<file path="src/mis_pkg.sv">
package mis_pkg;

    localparam int unsigned ADDR_W = 8;

    // register indexes; byte address is four times the index
    localparam logic [7:0] IDX_INT_ENABLE     = 8'h06;
    localparam logic [7:0] IDX_PENDING_STATUS = 8'h14;
    localparam logic [7:0] IDX_COMM_CONTROL   = 8'h31;

    localparam logic [ADDR_W-1:0] ADDR_INT_ENABLE     = 8'h18;
    localparam logic [ADDR_W-1:0] ADDR_PENDING_STATUS = 8'h50;
    localparam logic [ADDR_W-1:0] ADDR_COMM_CONTROL   = 8'hc4;

    localparam int unsigned SEL_CLR_POS = 0;

    localparam logic [7:0] PENDING_RESET   = 8'h00;
    localparam logic [7:0] ENABLE_RESET    = 8'h00;
    localparam logic [7:0] FLAG_VALID_MASK = 8'hbf;
    localparam logic [7:0] CLEAR_ALL       = 8'hff;

    localparam logic [1:0] RESP_OKAY   = 2'h0;
    localparam logic [1:0] RESP_SLVERR = 2'h2;

    typedef struct packed {
        logic sample_acquired_pending;
        logic reserved;
        logic fifo;
        logic steep_tilt;
        logic shake;
        logic general_motion_event_pending;
        logic flip;
        logic tilt;
    } mis_flags_t;

    typedef enum logic [0:0] {
        MIS_CH_IDLE = 1'b0,
        MIS_CH_RESP = 1'b1
    } mis_ch_state_t;

endpackage

</file>
<file path="src/mis_flag_cell.sv">
`timescale 1ns/100ps
module mis_flag_cell (
    input  wire logic i_ref_clk,
    input  wire logic i_resetn,
    input  wire logic i_set,
    input  wire logic i_clr,
    output logic      o_flag
);
    logic flag_d;
    logic flag_q;

    // set wins over a clear in the same cycle
    always_comb begin
        flag_d = i_set | (flag_q & ~i_clr);
    end

    always_ff @(posedge i_ref_clk) begin
        if (!i_resetn) begin
            flag_q <= 1'b0;
        end else begin
            flag_q <= flag_d;
        end
    end

    assign o_flag = flag_q;
endmodule

</file>
<file path="src/mis_top.sv">
`timescale 1ns/100ps
module mis_top (
    input  wire logic                       i_ref_clk,
    input  wire logic                       i_resetn,
    input  wire mis_pkg::mis_flags_t        i_events,
    input  wire logic [mis_pkg::ADDR_W-1:0] i_s_axi_awaddr,
    input  wire logic                       i_s_axi_awvalid,
    output logic                            o_s_axi_awready,
    input  wire logic [31:0]                i_s_axi_wdata,
    input  wire logic [3:0]                 i_s_axi_wstrb,
    input  wire logic                       i_s_axi_wvalid,
    output logic                            o_s_axi_wready,
    output logic [1:0]                      o_s_axi_bresp,
    output logic                            o_s_axi_bvalid,
    input  wire logic                       i_s_axi_bready,
    input  wire logic [mis_pkg::ADDR_W-1:0] i_s_axi_araddr,
    input  wire logic                       i_s_axi_arvalid,
    output logic                            o_s_axi_arready,
    output logic [31:0]                     o_s_axi_rdata,
    output logic [1:0]                      o_s_axi_rresp,
    output logic                            o_s_axi_rvalid,
    input  wire logic                       i_s_axi_rready,
    output logic                            o_irq
);
    mis_pkg::mis_ch_state_t     wr_state_d, wr_state_q;
    mis_pkg::mis_ch_state_t     rd_state_d, rd_state_q;
    logic                       aw_have_d, aw_have_q;
    logic                       w_have_d, w_have_q;
    logic [mis_pkg::ADDR_W-1:0] awaddr_d, awaddr_q;
    logic [31:0]                wdata_d, wdata_q;
    logic [3:0]                 wstrb_d, wstrb_q;
    logic [1:0]                 bresp_d, bresp_q;
    logic                       awready_d, awready_q;
    logic                       wready_d, wready_q;
    logic                       arready_d, arready_q;
    logic [31:0]                rdata_d, rdata_q;
    logic [1:0]                 rresp_d, rresp_q;
    logic [7:0]                 enable_d, enable_q;
    logic                       sel_clr_d, sel_clr_q;
    logic                       irq_d, irq_q;
    logic                       wr_fire;
    logic                       lane0;
    logic                       st_wr;
    logic [7:0]                 w_mask;
    logic [7:0]                 set_v;
    logic [7:0]                 clr_v;
    logic [7:0]                 pend_q;
    logic [7:0]                 pend_d;

    assign wr_fire = (wr_state_q == mis_pkg::MIS_CH_IDLE) && aw_have_q && w_have_q;
    assign lane0   = wstrb_q[0];
    assign st_wr   = wr_fire && lane0 && (awaddr_q == mis_pkg::ADDR_PENDING_STATUS);
    assign w_mask  = sel_clr_q ? wdata_q[7:0] : mis_pkg::CLEAR_ALL;
    assign set_v   = i_events & enable_q & mis_pkg::FLAG_VALID_MASK;
    assign clr_v   = st_wr ? w_mask : 8'h00;

    genvar gi;
    generate
        for (gi = 0; gi < 8; gi++) begin : g_flag
            mis_flag_cell u_cell (
                .i_ref_clk (i_ref_clk),
                .i_resetn  (i_resetn),
                .i_set     (set_v[gi]),
                .i_clr     (clr_v[gi]),
                .o_flag    (pend_q[gi])
            );
        end
    endgenerate

    assign pend_d = set_v | (pend_q & ~clr_v);

    // write channel and register updates
    always_comb begin
        wr_state_d = wr_state_q;
        aw_have_d  = aw_have_q;
        w_have_d   = w_have_q;
        awaddr_d   = awaddr_q;
        wdata_d    = wdata_q;
        wstrb_d    = wstrb_q;
        bresp_d    = bresp_q;
        enable_d   = enable_q;
        sel_clr_d  = sel_clr_q;
        if (awready_q && i_s_axi_awvalid) begin
            aw_have_d = 1'b1;
            awaddr_d  = i_s_axi_awaddr;
        end
        if (wready_q && i_s_axi_wvalid) begin
            w_have_d = 1'b1;
            wdata_d  = i_s_axi_wdata;
            wstrb_d  = i_s_axi_wstrb;
        end
        case (wr_state_q)
            mis_pkg::MIS_CH_IDLE: begin
                if (wr_fire) begin
                    wr_state_d = mis_pkg::MIS_CH_RESP;
                    aw_have_d  = 1'b0;
                    w_have_d   = 1'b0;
                    bresp_d    = mis_pkg::RESP_OKAY;
                    case (awaddr_q)
                        mis_pkg::ADDR_INT_ENABLE: begin
                            if (lane0) begin
                                enable_d = wdata_q[7:0] & mis_pkg::FLAG_VALID_MASK;
                            end
                        end
                        mis_pkg::ADDR_COMM_CONTROL: begin
                            if (lane0) begin
                                sel_clr_d = wdata_q[mis_pkg::SEL_CLR_POS];
                            end
                        end
                        mis_pkg::ADDR_PENDING_STATUS: begin
                            bresp_d = mis_pkg::RESP_OKAY;
                        end
                        default: begin
                            bresp_d = mis_pkg::RESP_SLVERR;
                        end
                    endcase
                end
            end
            mis_pkg::MIS_CH_RESP: begin
                if (i_s_axi_bready) begin
                    wr_state_d = mis_pkg::MIS_CH_IDLE;
                end
            end
            default: begin
                wr_state_d = mis_pkg::MIS_CH_IDLE;
            end
        endcase
        awready_d = (wr_state_d == mis_pkg::MIS_CH_IDLE) && !aw_have_d;
        wready_d  = (wr_state_d == mis_pkg::MIS_CH_IDLE) && !w_have_d;
        irq_d     = |pend_d;
    end

    always_ff @(posedge i_ref_clk) begin
        if (!i_resetn) begin
            wr_state_q <= mis_pkg::MIS_CH_IDLE;
            aw_have_q  <= 1'b0;
            w_have_q   <= 1'b0;
            awaddr_q   <= '0;
            wdata_q    <= 32'h0000_0000;
            wstrb_q    <= 4'h0;
            bresp_q    <= mis_pkg::RESP_OKAY;
            awready_q  <= 1'b0;
            wready_q   <= 1'b0;
            enable_q   <= mis_pkg::ENABLE_RESET;
            sel_clr_q  <= 1'b0;
            irq_q      <= 1'b0;
        end else begin
            wr_state_q <= wr_state_d;
            aw_have_q  <= aw_have_d;
            w_have_q   <= w_have_d;
            awaddr_q   <= awaddr_d;
            wdata_q    <= wdata_d;
            wstrb_q    <= wstrb_d;
            bresp_q    <= bresp_d;
            awready_q  <= awready_d;
            wready_q   <= wready_d;
            enable_q   <= enable_d;
            sel_clr_q  <= sel_clr_d;
            irq_q      <= irq_d;
        end
    end

    // read channel
    always_comb begin
        rd_state_d = rd_state_q;
        rdata_d    = rdata_q;
        rresp_d    = rresp_q;
        case (rd_state_q)
            mis_pkg::MIS_CH_IDLE: begin
                if (arready_q && i_s_axi_arvalid) begin
                    rd_state_d = mis_pkg::MIS_CH_RESP;
                    rresp_d    = mis_pkg::RESP_OKAY;
                    case (i_s_axi_araddr)
                        mis_pkg::ADDR_PENDING_STATUS: rdata_d = {24'h00_0000, pend_q};
                        mis_pkg::ADDR_INT_ENABLE: rdata_d = {24'h00_0000, enable_q};
                        mis_pkg::ADDR_COMM_CONTROL: rdata_d = {31'h0000_0000, sel_clr_q};
                        default: begin
                            rdata_d = 32'h0000_0000;
                            rresp_d = mis_pkg::RESP_SLVERR;
                        end
                    endcase
                end
            end
            mis_pkg::MIS_CH_RESP: begin
                if (i_s_axi_rready) begin
                    rd_state_d = mis_pkg::MIS_CH_IDLE;
                end
            end
            default: begin
                rd_state_d = mis_pkg::MIS_CH_IDLE;
            end
        endcase
        arready_d = (rd_state_d == mis_pkg::MIS_CH_IDLE);
    end

    always_ff @(posedge i_ref_clk) begin
        if (!i_resetn) begin
            rd_state_q <= mis_pkg::MIS_CH_IDLE;
            rdata_q    <= 32'h0000_0000;
            rresp_q    <= mis_pkg::RESP_OKAY;
            arready_q  <= 1'b0;
        end else begin
            rd_state_q <= rd_state_d;
            rdata_q    <= rdata_d;
            rresp_q    <= rresp_d;
            arready_q  <= arready_d;
        end
    end

    assign o_s_axi_awready = awready_q;
    assign o_s_axi_wready  = wready_q;
    assign o_s_axi_bvalid  = (wr_state_q == mis_pkg::MIS_CH_RESP);
    assign o_s_axi_bresp   = bresp_q;
    assign o_s_axi_arready = arready_q;
    assign o_s_axi_rvalid  = (rd_state_q == mis_pkg::MIS_CH_RESP);
    assign o_s_axi_rdata   = rdata_q;
    assign o_s_axi_rresp   = rresp_q;
    assign o_irq           = irq_q;
endmodule

</file>
<file path="config.mk">
export PLATFORM = sky130hd
export DESIGN_NAME = mis_top
export DESIGN_NICKNAME = d
export VERILOG_FILES = /design/src/mis_pkg.sv /design/src/mis_flag_cell.sv /design/src/mis_top.sv
export SDC_FILE = /design/constraint.sdc
export NUM_CORES = 1
export LEC_CHECK = 0
export BUFFER_PORTS_ARGS = -buffer_cell sky130_fd_sc_hd__buf_2
export CORE_UTILIZATION = 30
export DETAILED_ROUTE_END_ITERATION = 6
export SLEW_MARGIN = 5
export SYNTH_ARGS = -nofsm -noshare
export SYNTH_HDL_FRONTEND = slang
export SYNTH_SLANG_ARGS = --single-unit
</file>
<file path="constraint.sdc">
create_clock -name i_ref_clk -period 5.4 [get_ports i_ref_clk]
set_clock_uncertainty 0.05 [all_clocks]
set_input_delay 0 -clock i_ref_clk [delete_from_list [all_inputs] [get_ports i_ref_clk]]
set_output_delay 0 -clock i_ref_clk [all_outputs]
set_load 0.005 [all_outputs]
</file>
==> run metrics <==
status finished clean; minimum clock period 2.202 ns; register area 1021 sq um; overall power 702.5 uW; Placed Cells incl. Taps 411; layout cells sized above 1 0.2083; Ports 109; WP data required 5.55 ns; initial DRC count 113; # rows 32; Period Utilization, post-route 0.4079; TritonCTS clock tree done; Max Clk Rate 0.4540 GHz; synthesized area 2379 sq um; EDFF count, synth 0; antenna violations before repair 0; largest net degree at the start of global routing 50; CTS root buffer clkbuf_8; WHS Path Cells 4; # DRC 0; P_leak 0.001249 uW; commonest non-fill, non-tap cell in the layout buf_2; Clock Sinks 51; proportion of synthesized chip area in sequential cells 0.4292; Max clock buf depth 2; worst r2r dst enable_q[0]$_SDFFE_PN0P_; CP Max Fanout 7; Seq cells post-synth 51; vias in the first global route 1710; ANT nets after route 0; floorplan core area 7687 sq um; Finish-stage setup viols 0; Synth area leaders dfxtp_1 43%, buf_4 8.2%, nand2_1 6.9%, a21boi_1 4.4%, nor2b_1 4.2%; Yosys Warn Count 0; cell accounting for the most synthesized area dfxtp_1; Post-Layout Cell Count 438; Synth Flop Type dfxtp_1; Synth Instances 266; worst-margin pin slew 0.6898 ns; Fill cells 819; startpoint type of the worst setup path register; Hold Path End o_s_axi_rresp[1]$_SDFFE_PN0P_; GP Congestion 0.7270; die area 8288 sq um; register clock-pin slew on the reported worst setup and hold paths 0.09 ns; Synth cell types 39; Horiz. Die Dim 91.04 microns; reg2reg start awaddr_q[7]$_SDFFE_PN0P_; Slew Limit Headroom 0.5401; Starting Density 0.3094; Setup Fix Bufs, Post-CTS 0; drt total wl 4955 microns; area of the multi-input gates 1161 sq um; Setup TNS Final 0 ns; Synth Area per Inst 8.942 sq um; Slew Viols, Final 0; fin nets 402; reg-to-reg slack, setup 3.20 ns; via/cell ratio 4.386; H-tree levels 2; post-synth top area share 0.4292; async set-or-reset flop fraction in the synthesized netlist 0; worst endpoint data arrival time 2.35 ns; Max Cap Viol 0; grt ovf 0; routed via count 1921; crit path kind register to register; commonest non-fill, non-tap cells in the layout 54 x buf_2, 51 x dfxtp_1, 44 x nand2_1, 26 x conb_1, 19 x dlygate4sd3_1; Max VDD drop 0.1157 mV; pwr dens 241.6 nW/um^2; unrepaired setup endpoints after global routing false; DR WL/cell 11.31 microns; CTS Buf Count 5; Syn-to-layout area delta 22.25%; post_cts resized 0; hold path startpoint i_s_axi_araddr[0]; first-pass iteration count of the detailed router 5; worst hold path type input port to register; Die H 91.04 microns; first-pass GRT wire length 8100 microns; endpoint class of the critical path register; Worst Reg2Reg Path Length in Cells 5; worst-skew pair later-pin latency 0.30 ns; DP HPWL 3584 microns; antenna diode count 0; PortBufs 54; All-Layer GR Usage 0.1222; Final Hold Vio Count 0
-- worst max path at each step --
| stage | startpoint | to | slack [ns] | cells after the start |
|---|---|---|---|---|
| after floorplan | awaddr_q[0]$_SDFFE_PN0P_ | o_irq$_SDFF_PN0_ | 3.66 | 6 |
| after global placement | awaddr_q[7]$_SDFFE_PN0P_ | enable_q[3]$_SDFFE_PN0P_ | 3.23 | 5 |
| after detailed placement | awaddr_q[7]$_SDFFE_PN0P_ | enable_q[5]$_SDFFE_PN0P_ | 3.19 | 5 |
| after CTS | awaddr_q[7]$_SDFFE_PN0P_ | enable_q[4]$_SDFFE_PN0P_ | 3.18 | 5 |
| after global routing | awaddr_q[7]$_SDFFE_PN0P_ | enable_q[4]$_SDFFE_PN0P_ | 3.02 | 5 |
| final | awaddr_q[7]$_SDFFE_PN0P_ | enable_q[0]$_SDFFE_PN0P_ | 3.20 | 5 |
-- cell families after synthesis --
family                 share of synthesized area
AND/OR/NAND/NOR                           0.2294
AO/OA/AOI/OAI                             0.1804
flip-flops                                0.4292
buffers and inverters                     0.1220
multiplexers                             0.03367
XOR/XNOR                                0.003683
other                                   0.001577
-- report_power, final --
group | internal [uW] | switching, uW
Sequential | 387 | 8.02
Clock | 117 | 119
Combinational | 36.2 | 35.2
Total | 540 | 163
-- through the flow --
| step | hold slack, ns | utilization | setup slack (ns) | instance area, sq um |
|---|---|---|---|---|
| 2_1_floorplan | 0.08483 | - | 3.659 | 2472 |
| 3_3_place_gp | 0.1906 | 0.3405 | 3.228 | 2618 |
| 3_5_place_dp | 0.1986 | 0.3405 | 3.193 | 2618 |
| 4_1_cts | 0.05088 | 0.3783 | 3.179 | 2908 |
| 5_1_grt | 0.08904 | 0.3783 | 3.020 | 2908 |
| 6_report | 0.05474 | 0.3783 | 3.198 | 2908 |
-- repair_timing --
| action | CTS | global route |
|---|---|---|
| hold buffers | 19 | 0 |
| endpoints found under the hold margin | 20 | 0 |
| setup endpoints to repair | 0 | 0 |
-- per-layer routing --
metal | vias up | share of wire | global-route usage
li1 | 995 | - | -
met1 | 851 | 0.50 | 0.1637
met2 | 68 | 0.44 | 0.1900
met3 | 7 | 0.052 | 0.03015
met4 | 0 | 0.014 | 0.04365
met5 | - | 0 | 0
-- final cells by class --
type                    count  area share
multi-input cells         194      0.3993
flip-flops and latches     51      0.3511
repair buffers             73      0.1583
well taps                 102     0.04389
clock buffers               8     0.03442
inverters                  10     0.01291
-- synth_stat cells, types with 2 or more instances --
| master | n |
|---|---|
| nor4_1 | 2 |
| nand2b_1 | 5 |
| clkbuf_1 | 6 |
| and2_1 | 11 |
| dfxtp_1 | 51 |
| nand2_1 | 44 |
| mux2i_1 | 8 |
| a222oi_1 | 6 |
| a21boi_1 | 14 |
| a22oi_1 | 5 |
| nor3_1 | 5 |
| buf_4 | 26 |
| a21oi_1 | 16 |
| nor2_1 | 8 |
| a21boi_0 | 6 |
| a221oi_2 | 4 |
| nand3b_1 | 2 |
| inv_1 | 10 |
| nand4b_1 | 2 |
| nor2b_1 | 16 |
-- critical path, stage by stage (launching register included) --
cell and delay, ns:
dfxtp_1 0.33, or4b_4 0.57, nor3_1 0.20, nand4b_1 0.55, mux2i_1 0.33, nor2b_1 0.06
-- registers in the layout (all words and copies together), names as in the netlist, 7 cells and up --
name and cells:
awaddr_q 8, g_flag.u_cell.o_flag 8, wdata_q 8, o_s_axi_rdata 8
enable_q 7
(Power assumes the default switching activity.)
